## config.mk

```make
export PLATFORM = sky130hd
export DESIGN_NAME = hcb_host_cmd
export DESIGN_NICKNAME = d
export VERILOG_FILES = /design/src/hcb_pkg.sv /design/src/hcb_baud_tick.sv /design/src/hcb_host_cmd.sv
export SDC_FILE = /design/constraint.sdc
export NUM_CORES = 1
export LEC_CHECK = 0
export BUFFER_PORTS_ARGS = -buffer_cell sky130_fd_sc_hd__buf_2
export CAP_MARGIN = 25
export CORE_UTILIZATION = 36
export CTS_CLUSTER_SIZE = 28
export DETAILED_ROUTE_END_ITERATION = 8
export SLEW_MARGIN = 20
export SYNTH_ARGS = -nofsm -noshare
export SYNTH_HDL_FRONTEND = slang
export SYNTH_SLANG_ARGS = --single-unit
export TNS_END_PERCENT = 1
```

## constraint.sdc

```tcl
create_clock -name clk -period 7.06 [get_ports clk]
set_input_delay 1.412 -clock clk [delete_from_list [all_inputs] [get_ports clk]]
set_output_delay 1.412 -clock clk [all_outputs]
set_load 0.05 [all_outputs]
```

## src/hcb_pkg.sv

```systemverilog
// hcb_pkg: constants for the host command interpreter (window, filter, baud, echo)
// assumes a byte stream already deframed by the UART/SPI front end
package hcb_pkg;
   localparam logic [7:0] CMD_PROTOCOL_CHOOSE = 8'h02;
   localparam logic [7:0] CMD_REGISTER_WRITE = 8'h09;
   localparam logic [7:0] CMD_BAUD = 8'h0a;
   localparam logic [7:0] CMD_ECHO = 8'h55;
   localparam logic [7:0] LEN_WR_SHORT = 8'h03;
   localparam logic [7:0] LEN_WR_LONG = 8'h04;
   localparam logic [7:0] LEN_BAUD = 8'h01;
   localparam logic [7:0] ADDR_DEMOD_SYNC_WINDOW = 8'h3a;
   localparam logic [7:0] ADDR_SYNC_FILTER = 8'h0a;
   localparam logic [7:0] WINDOW_CONFIRM = 8'h04;
   localparam logic [7:0] WINDOW_MIN = 8'h50;
   localparam logic [7:0] WINDOW_MAX = 8'h60;
   localparam logic [7:0] WINDOW_DEFAULT = 8'h52;
   localparam logic [7:0] FLAG_MAX = 8'h01;
   localparam logic [7:0] RESULT_OK = 8'h00;
   localparam logic [7:0] RESULT_LEN = 8'h00;
   localparam logic [7:0] RESULT_BAD = 8'h82;
   localparam logic [7:0] BAUD_REPLY = 8'h55;
   localparam logic [7:0] DIVISOR_RESET = 8'd117;
   localparam logic [7:0] DIVISOR_MIN = 8'd2;
   localparam logic [8:0] BIT_PERIOD_EXTRA = 9'd2;
   localparam int REF_CLK_KHZ = 13560;
   localparam int CLK_KHZ = 125000;
   typedef enum logic [7:0]
   {
      ST_IDLE = 8'h01,
      ST_LEN = 8'h02,
      ST_ADDR = 8'h04,
      ST_FLAG = 8'h08,
      ST_VALUE = 8'h10,
      ST_CONFIRM = 8'h20,
      ST_DIV = 8'h40,
      ST_SKIP = 8'h80
   } hcb_state_e;
   typedef enum logic [2:0]
   {
      RP_NONE = 3'b001,
      RP_TWO = 3'b010,
      RP_SECOND = 3'b100
   } hcb_reply_e;
endpackage

```

## src/hcb_baud_tick.sv

```systemverilog
// hcb_baud_tick: bit-rate tick from the divisor, reference clock 13.56 MHz emulated
// assumes clk at 125 MHz; fractional accumulator keeps the average rate exact
`timescale 1ns/1ps
`default_nettype none
module hcb_baud_tick
(
   input wire logic clk,
   input wire logic reset_n,
   input wire logic [7:0] divisor,
   output logic bit_tick
);
   import hcb_pkg::*;
   logic [31:0] acc_ff;
   logic [31:0] period;
   logic [7:0] last_div_ff;
   // one bit lasts (2*div+2) reference cycles; scale both sides to avoid division
   assign period = 32'(({1'b0, divisor} << 1) + BIT_PERIOD_EXTRA) * 32'(CLK_KHZ);
   always_ff @(posedge clk)
   begin
      if (!reset_n)
      begin
         acc_ff <= '0;
         bit_tick <= 1'b0;
         last_div_ff <= DIVISOR_RESET;
      end
      else if (divisor != last_div_ff)
      begin
         // restart the period on a new divisor; the old remainder would burst ticks
         acc_ff <= '0;
         bit_tick <= 1'b0;
         last_div_ff <= divisor;
      end
      else if (acc_ff + 32'(REF_CLK_KHZ) >= period)
      begin
         acc_ff <= acc_ff + 32'(REF_CLK_KHZ) - period;
         bit_tick <= 1'b1;
      end
      else
      begin
         acc_ff <= acc_ff + 32'(REF_CLK_KHZ);
         bit_tick <= 1'b0;
      end
   end
endmodule
`default_nettype wire

```

## src/hcb_host_cmd.sv

```systemverilog
// hcb_host_cmd: interprets host command bytes for window, filter, baud and echo
// assumes rx bytes come from the serial front end on clk, one-cycle valid strobes
`timescale 1ns/1ps
`default_nettype none
module hcb_host_cmd
(
   input wire logic clk,
   input wire logic reset_n,
   input wire logic [7:0] rx_data,
   input wire logic rx_valid,
   input wire logic protocol_choose_command,
   output logic [7:0] tx_data,
   output logic tx_valid,
   input wire logic tx_ready,
   output logic [7:0] demod_sync_window,
   output logic sync_assist_filter,
   output logic [7:0] baud_divisor,
   output logic bit_tick
);
   import hcb_pkg::*;
   hcb_state_e state_ff;
   hcb_reply_e reply_ff;
   logic [7:0] cmd_ff;
   logic [7:0] written_register_count_ff;
   logic [7:0] addr_ff;
   logic [7:0] value_ff;
   logic [7:0] tx_data_ff;
   logic [7:0] second_ff;
   logic ok_ff;
   logic [7:0] window_ff;
   logic filter_ff;
   logic [7:0] div_ff;
   logic finish_write;
   logic write_ok;
   logic div_load;
   logic rate_switch_ff;
   logic reply_tick;

   function automatic logic window_in_range(input logic [7:0] v);
      return (v >= WINDOW_MIN) && (v <= WINDOW_MAX);
   endfunction

   // bytes arriving while a reply is pending are dropped; host waits for the answer
   // a bad length ends the frame after the value byte, so the host still gets an error
   assign finish_write = rx_valid && reply_ff == RP_NONE &&
      ((state_ff == ST_CONFIRM) ||
       (state_ff == ST_VALUE && written_register_count_ff != LEN_WR_LONG));
   // a write is good only with a sound frame, the confirm byte of a long frame and an in-range window
   assign write_ok = ok_ff &&
      (state_ff == ST_VALUE || rx_data == WINDOW_CONFIRM) &&
      (addr_ff != ADDR_DEMOD_SYNC_WINDOW ||
       window_in_range(state_ff == ST_VALUE ? rx_data : value_ff));
   assign div_load = rx_valid && reply_ff == RP_NONE && state_ff == ST_DIV && ok_ff &&
      rx_data >= DIVISOR_MIN;

   always_ff @(posedge clk)
   begin
      if (!reset_n)
      begin
         state_ff <= ST_IDLE;
         cmd_ff <= '0;
         written_register_count_ff <= '0;
         addr_ff <= '0;
         value_ff <= '0;
         ok_ff <= 1'b0;
      end
      else if (rx_valid && reply_ff == RP_NONE)
      begin
         unique case (state_ff)
            ST_IDLE:
            begin
               cmd_ff <= rx_data;
               ok_ff <= 1'b1;
               if (rx_data == CMD_REGISTER_WRITE || rx_data == CMD_BAUD)
                  state_ff <= ST_LEN;
            end
            ST_LEN:
            begin
               written_register_count_ff <= rx_data;
               if (cmd_ff == CMD_BAUD)
               begin
                  ok_ff <= (rx_data == LEN_BAUD);
                  state_ff <= ST_DIV;
               end
               else
               begin
                  ok_ff <= (rx_data == LEN_WR_SHORT || rx_data == LEN_WR_LONG);
                  state_ff <= ST_ADDR;
               end
            end
            ST_ADDR:
            begin
               addr_ff <= rx_data;
               state_ff <= ST_FLAG;
            end
            ST_FLAG:
            begin
               if (rx_data > FLAG_MAX)
                  ok_ff <= 1'b0;
               state_ff <= ST_VALUE;
            end
            ST_VALUE:
            begin
               value_ff <= rx_data;
               state_ff <= (written_register_count_ff == LEN_WR_LONG) ? ST_CONFIRM : ST_IDLE;
            end
            ST_CONFIRM:
               state_ff <= ST_IDLE;
            ST_DIV:
               state_ff <= ST_IDLE;
            ST_SKIP:
               state_ff <= ST_IDLE;
         endcase
      end
   end

   // window register: protocol choose wins over a write landing in the same cycle
   always_ff @(posedge clk)
   begin
      if (!reset_n)
         window_ff <= WINDOW_DEFAULT;
      else if (protocol_choose_command)
         window_ff <= WINDOW_DEFAULT;
      else if (finish_write && write_ok && addr_ff == ADDR_DEMOD_SYNC_WINDOW)
         window_ff <= (state_ff == ST_VALUE) ? rx_data : value_ff;
   end

   always_ff @(posedge clk)
   begin
      if (!reset_n)
         filter_ff <= 1'b0;
      else if (protocol_choose_command)
         filter_ff <= 1'b0;
      else if (finish_write && write_ok && addr_ff == ADDR_SYNC_FILTER)
         filter_ff <= (state_ff == ST_VALUE) ? rx_data[0] : value_ff[0];
   end

   always_ff @(posedge clk)
   begin
      if (!reset_n)
         div_ff <= DIVISOR_RESET;
      else if (div_load)
         div_ff <= rx_data;
   end

   // the tick generator restarts one cycle after a new divisor; a tick still launched
   // at the old rate in that cycle must not carry the baud answer
   always_ff @(posedge clk)
   begin
      if (!reset_n)
         rate_switch_ff <= 1'b0;
      else
         rate_switch_ff <= div_load;
   end

   // reply sequencer; the divisor is already updated when the baud answer starts
   always_ff @(posedge clk)
   begin
      if (!reset_n)
      begin
         reply_ff <= RP_NONE;
         tx_data_ff <= '0;
         second_ff <= '0;
      end
      else
      begin
         unique case (reply_ff)
            RP_NONE:
            begin
               if (rx_valid && state_ff == ST_IDLE && rx_data == CMD_ECHO)
               begin
                  tx_data_ff <= CMD_ECHO;
                  reply_ff <= RP_SECOND;
               end
               else if (rx_valid && state_ff == ST_DIV)
               begin
                  tx_data_ff <= div_load ? BAUD_REPLY : RESULT_BAD;
                  second_ff <= RESULT_LEN;
                  reply_ff <= div_load ? RP_SECOND : RP_TWO;
               end
               else if (finish_write)
               begin
                  tx_data_ff <= write_ok ? RESULT_OK : RESULT_BAD;
                  second_ff <= RESULT_LEN;
                  reply_ff <= RP_TWO;
               end
            end
            RP_TWO:
               if (tx_ready && reply_tick)
               begin
                  tx_data_ff <= second_ff;
                  reply_ff <= RP_SECOND;
               end
            RP_SECOND:
               if (tx_ready && reply_tick)
                  reply_ff <= RP_NONE;
            default:
               reply_ff <= RP_NONE;
         endcase
      end
   end

   // bytes go out on a bit tick so the serialiser sees the current rate
   assign reply_tick = bit_tick && !rate_switch_ff;
   assign tx_valid = (reply_ff != RP_NONE) && reply_tick;
   assign tx_data = tx_data_ff;
   assign demod_sync_window = window_ff;
   assign sync_assist_filter = filter_ff;
   assign baud_divisor = div_ff;

   hcb_baud_tick u_tick
   (
      .clk(clk),
      .reset_n(reset_n),
      .divisor(div_ff),
      .bit_tick(bit_tick)
   );
endmodule
`default_nettype wire

```

# [Word-level counts from Yosys, hierarchy flattened]
# Index checks and enable logic that the tools add are counted.
[op_classes] add_sub_neg=3 n_mul=1 n_div=0 order_cmp=5 eq_ne=30 shifts=0 muxes=27 bitwise=2 reduce_logical=38
[ops] operator="$mux W8" count=10
[ops] operator="$pmux W8 S6" count=1
[ops] operator="$eq A8 B4 Y1 const B" count=5
[ops] operator="$add A32 B14 Y32 const B" count=1
[ops] operator="$ge A32 B32 Y1" count=1
[ops] operator="$mul A32 B14 Y29 const B" count=1
[ops] operator="$mux W32" count=1
[ops] operator="$sub A32 B32 Y32" count=1
[ops] operator="$eq A8 B3 Y1 const B" count=3
[ops] operator="$logic_and A1 B1 Y1" count=18
[ops] operator="$mux W3" count=6
[ops] operator="$eq A8 B1 Y1 const B" count=2
[ops] operator="$eq A8 B2 Y1 const B" count=2
[ops] operator="$eq A8 B6 Y1 const B" count=2
[ops] operator="$eq A8 B7 Y1 const B" count=2
[ops] operator="$pmux W8 S2" count=1
[ops] operator="$reduce_and A3 Y1" count=4
[ops] operator="$add A9 B2 Y10 const B" count=1
[ops] operator="$pmux W3 S3" count=1
[ops] operator="$eq A8 B5 Y1 const B" count=1
[ops] operator="$eq A8 B8 Y1 const B" count=1
[ops] operator="$ge A8 B2 Y1 const B" count=1
[ops] operator="$ge A8 B7 Y1 const B" count=1
[ops] operator="$gt A8 B1 Y1 const B" count=1
[ops] operator="22 further kinds" count=38
[word_totals] register_bits=119 latch_bits=0 ramBits=0 rom_bits=0 input_bits=13 out_inout_bits=27 elab_cells=122 n_memories=0

# [Logic depth before layout (Yosys ltp)]
[depth] word_depth=11 mapped_depth=32 mapped_depth_nobuf=29

# [By module]
# A second synthesis with hierarchy kept.
[hier_totals] hier_cells=966 hier_area_um2=8421.8
[modules_own_cells] module="hcb_baud_tick" n_inst=1 cells_per_inst=639 area_per_inst_um2=5395.2 seq_area_each_um2=760.7
[modules_own_cells] module="hcb_host_cmd" n_inst=1 cells_per_inst=327 area_per_inst_um2=3026.7 seq_area_each_um2=1261.2

# [Worst setup path after synthesis]
# Ideal clock, no wire load.
[synth_timing] path_type="register to register" from="register div_ff[0] (netlist: baud_divisor[0])" to="register u_tick.acc_ff[22]" setup_time_ps=128 t_arrival_ps=7425 required_time_ps=6932 setup_slack_ps=-493 path_stages_with_launch=31 path_cell_list="dfxtp_1 -> clkbuf_1 -> inv_1 -> ha_1 -> inv_1 -> ha_1 -> xnor2_1 -> ha_1 -> inv_1 -> fa_1 -> inv_1 -> fa_1 -> ha_1 -> ha_1 -> a2111oi_0 -> o21ai_0 -> a41oi_1 -> o21ai_0 -> o41ai_1 -> xnor2_1 -> ha_1 -> a21o_1 -> a21o_1 -> a21oi_1 -> nor2b_1 -> a21boi_0 -> a211oi_2 -> buf_6 -> buf_6 -> mux2i_1 -> nor2_1"
[synth_between] elab_chain_cells=4 word_cells_on_any_way=7
[synth_lines] element="from (decl)" line="hcb_host_cmd.sv:32" source="logic [7:0] div_ff;"
[synth_lines] element="from (signal assigned)" line="hcb_host_cmd.sv:143" source="div_ff <= rx_data;"
[synth_lines] element="$add A9 B2 Y10" line="hcb_baud_tick.sv:17" source="assign period = 32'(({1'b0, divisor} << 1) + BIT_PERIOD_EXTRA) * 32'(CLK_KHZ);"
[synth_lines] element="$mul A32 B14 Y29" line="hcb_baud_tick.sv:17"
[synth_lines] element="$sub A32 B32 Y32 / $ge A32 B32 Y1 (equally long branches)" line="hcb_baud_tick.sv:35, hcb_baud_tick.sv:33"
[synth_lines] element="$mux W32" line="hcb_baud_tick.sv:33" source="else if (acc_ff + 32'(REF_CLK_KHZ) >= period)"
[synth_lines] element="to (signal assigned)" line="hcb_baud_tick.sv:35" source="acc_ff <= acc_ff + 32'(REF_CLK_KHZ) - period;"
[synth_lines] element="to (signal assigned)" line="hcb_baud_tick.sv:40" source="acc_ff <= acc_ff + 32'(REF_CLK_KHZ);"
[synth_lines] element="to (decl)" line="hcb_baud_tick.sv:13" source="logic [31:0] acc_ff;"
# Several ways; a longest one is shown, not always the timed one.
# A chain may end at the register's enable or synchronous reset.

# [Worst setup path in the final report]
[layout_timing] from="register div_ff[0] (netlist: baud_divisor[0])" to="register u_tick.acc_ff[26]"
# Same word-level chain as after synthesis.

==> qor.csv <==
metric;value;unit
outcome;finished clean;
delay of the slowest critical-path stage;0.47;ns
hold_sp;demod_sync_window[6];
Min-Delay Endpoint;demod_sync_window[6];
area leader, netlist;dfxtp_1;
GRT overflow;0;
GPL Wtd Cong;0.876;
hpwl dp;14.2;mm
Post-Place Cells;1322;
Critical Path Source;baud_divisor[0];
R2R cell count;29;
crit path max fanout;7;
synth-to-layout area growth;13.0;%
clk_lat worst skew;0.36;ns
CTS Hold Bufs;0;
Mapped Cells;991;
Reg2Reg Launch Point;baud_divisor[0];
reg2reg end;u_tick.acc_ff[26];
synthesized area;8460;um^2
worst hold path type;flip-flop to flip-flop;
vias;6744;
highest metal used;met4;
DIE WIDTH;155;um
reg2reg setup slack;0.35;ns
drt wl/cell;14.0;um
Power Dens Cells;279;nW/um^2
Initial DRT Pass Iterations;4;
vias in the first global route;6479;
DR DRC count;0;
Syn Area/Cell;8.53;um^2
Async S/R FF share, synth;0;
CTS tree;done;
n_diodes;0;
most used cell along the critical path;ha_1;
# IOs;40;
Worst-path clk slew;0.08;ns
post-route ant nets;0;
Routed met2 length;8.59;mm
leakage dissipation;0.00428;uW
DIE AREA;24100;um^2
Tightest Pin Transition;0.799;ns
Layout Nets;1168;
Finished Cell Area;9560;um^2
Core ar.;22800;um^2
Setup Viol. Count Final;0;
Initial DRC Count;262;
DR vias/cell;5.02;
Bufs on Longest Clock Path;2;
Worst setup EP type;flip-flop;
top-count cell post-synth;ha_1;
Final Hold Viols;0;
crit path DAT;6.95;ns
Final period util;0.950;
largest net degree at the start of global routing;39;
max_slew headroom;0.466;
post-synthesis sequential area ratio;0.239;
final worst path period need;6.71;ns
share of cells above drive strength 1;0.124;
top cells by instance count after synthesis;108 x ha_1, 101 x dfxtp_1, 79 x nand2_1, 79 x nor2_1, 70 x inv_1;
Pins Over Slew Limit;0;
clk sink count;101;
Clock Skew;0.0122;ns
initial core utilization;0.370;
Synth cell types;74;
Crit Path Class;flip-flop to flip-flop;
Max-Cap Viols;0;
placement-stage cell area;9090;um^2
H-Tree Depth;3;
Worst Hold Depth;1;
ranking of synthesized cells by area;dfxtp_1 24%, ha_1 16%, mux2i_1 6.9%;
initial antenna violation count;0;
Synth Register Bits;101;
first-pass GRT wire length;31.4;mm
Root Buffer;clkbuf_16;
I/O Buffers;37;
total CTS buffers;9;
Post-Route WL;18.8;mm
met3 WL;536;um
CP max stage cell;fa_1;
Total GRT Usage;0.160;
std cell rows;55;
fmax;149;MHz
Die Ht;155;um
IR drop worst, VDD;0.169;mV
crit start category;flip-flop;
post-synth top area share;0.239;
synth warn;0;
Final Non-Filler Cells;1344;
Util after Layout;0.419;
Critical Path RT;7.30;ns
M1 WL;9.36;mm
EDFF count, synth;0;
ys flop type;dfxtp_1;
==> registers in the layout, summed over array words and instances (netlist names), 7 cells and up <==
register,flops
demod_sync_window,8
written_register_count_ff,8
u_tick.last_div_ff,8
u_tick.acc_ff,29
cmd_ff,8
value_ff,8
state_ff,7
addr_ff,8
baud_divisor,8
==> critical path: cells and delay by family, from the launching register on <==
family	cells	cell delay (ns)
mux	1	0.20
flops	1	0.39
simple gates	3	0.30
fa+ha+maj	8	2.72
xor+xnor	2	0.46
compound gates	9	1.97
buf+inv	6	0.54
==> worst max-delay path by stage <==
stage	end	slack, ns	depth (start not counted)
CTS	u_tick.acc_ff[12]	0.006	29
floorplan	u_tick.acc_ff[22]	0.05	30
finish	u_tick.acc_ff[26]	0.35	29
global route	u_tick.acc_ff[21]	-0.02	30
detailed placement	u_tick.acc_ff[31]	-0.08	27
global placement	u_tick.acc_ff[31]	-0.11	27
==> cell usage in the layout, fill, tap and decap left out, types with 6 or more instances in the layout <==
master / netlist / final
a211oi_1: 7 / 7
a21boi_0: 14 / 13
a21o_1: 13 / 13
a21oi_1: 46 / 45
a31oi_1: 11 / 11
and2_1: 9 / 9
and3_1: 7 / 7
buf_2: 1 / 38
buf_4: 8 / 26
clkbuf_16: 0 / 10
dfxtp_1: 101 / 95
fa_1: 21 / 21
ha_1: 108 / 106
inv_1: 70 / 69
mux2i_1: 58 / 58
nand2_1: 79 / 79
nand2b_1: 16 / 16
nand3_1: 27 / 25
nand4_1: 12 / 12
nor2_1: 79 / 76
nor2b_1: 39 / 38
nor3_1: 18 / 18
nor3b_1: 8 / 7
nor4_1: 9 / 8
o211ai_1: 6 / 6
o21a_1: 9 / 9
o21ai_0: 27 / 22
o21ai_1: 2 / 6
or3_1: 9 / 9
xnor2_1: 41 / 39
xor2_1: 37 / 33
==> logic make-up (layout without fill, tap and decap cells) <==
group	count (synthesis)	after routing	synth area share
AND/OR/NAND/NOR	337	337	0.205
AO/OA/AOI/OAI	170	170	0.133
adder cells (fa/ha/maj)	129	129	0.209
buffers and inverters	113	152	0.0565
flip-flops	101	101	0.239
XOR/XNOR	80	80	0.0846
multiplexers	60	60	0.0713
other	1	2	0.000443
==> per-layer routing <==
metal / GRT usage / vias up
li1: - / 3512
met1: 0.214 / 3125
met2: 0.261 / 84
met3: 0.0287 / 23
met4: 0.0458 / 0
met5: 0 / -
==> cell type report <==
type,instances,area [um^2]
Multi-Input combinational cell,778,6150
Fill cell,2311,13300
Tap cell,313,392
Timing Repair Buffer,66,430
Sequential cell,101,2030
Clock inverter,7,68.8
Inverter,70,263
Clock buffer,9,225
==> power by group <==
part / total (uW) / internal (uW) / switching [uW]
clock: 507 / 249 / 257
sequential: 709 / 645 / 63.5
combinational: 1450 / 678 / 776
total: 2670 / 1570 / 1100
==> through the flow <==
step	hold slack, ns	setup TNS (ns)	setup WS (ns)	total power [uW]
2_1_floorplan	0.433	0	0.0550	1830
3_3_place_gp	0.428	-0.210	-0.109	2060
3_5_place_dp	0.427	-0.232	-0.0787	2070
4_1_cts	0.449	0	0.00586	2600
5_1_grt	0.480	-0.124	-0.0240	2880
6_report	0.451	0	0.353	2670
==> repair_timing <==
item,in CTS,in global routing
buffers inserted,0,5
endpoints found under the setup margin,20,29
pin swaps,0,9
cloned,0,1
endpoints found under the hold margin,0,0
resized for setup,3,25
Power figures use the tool's default switching activity.
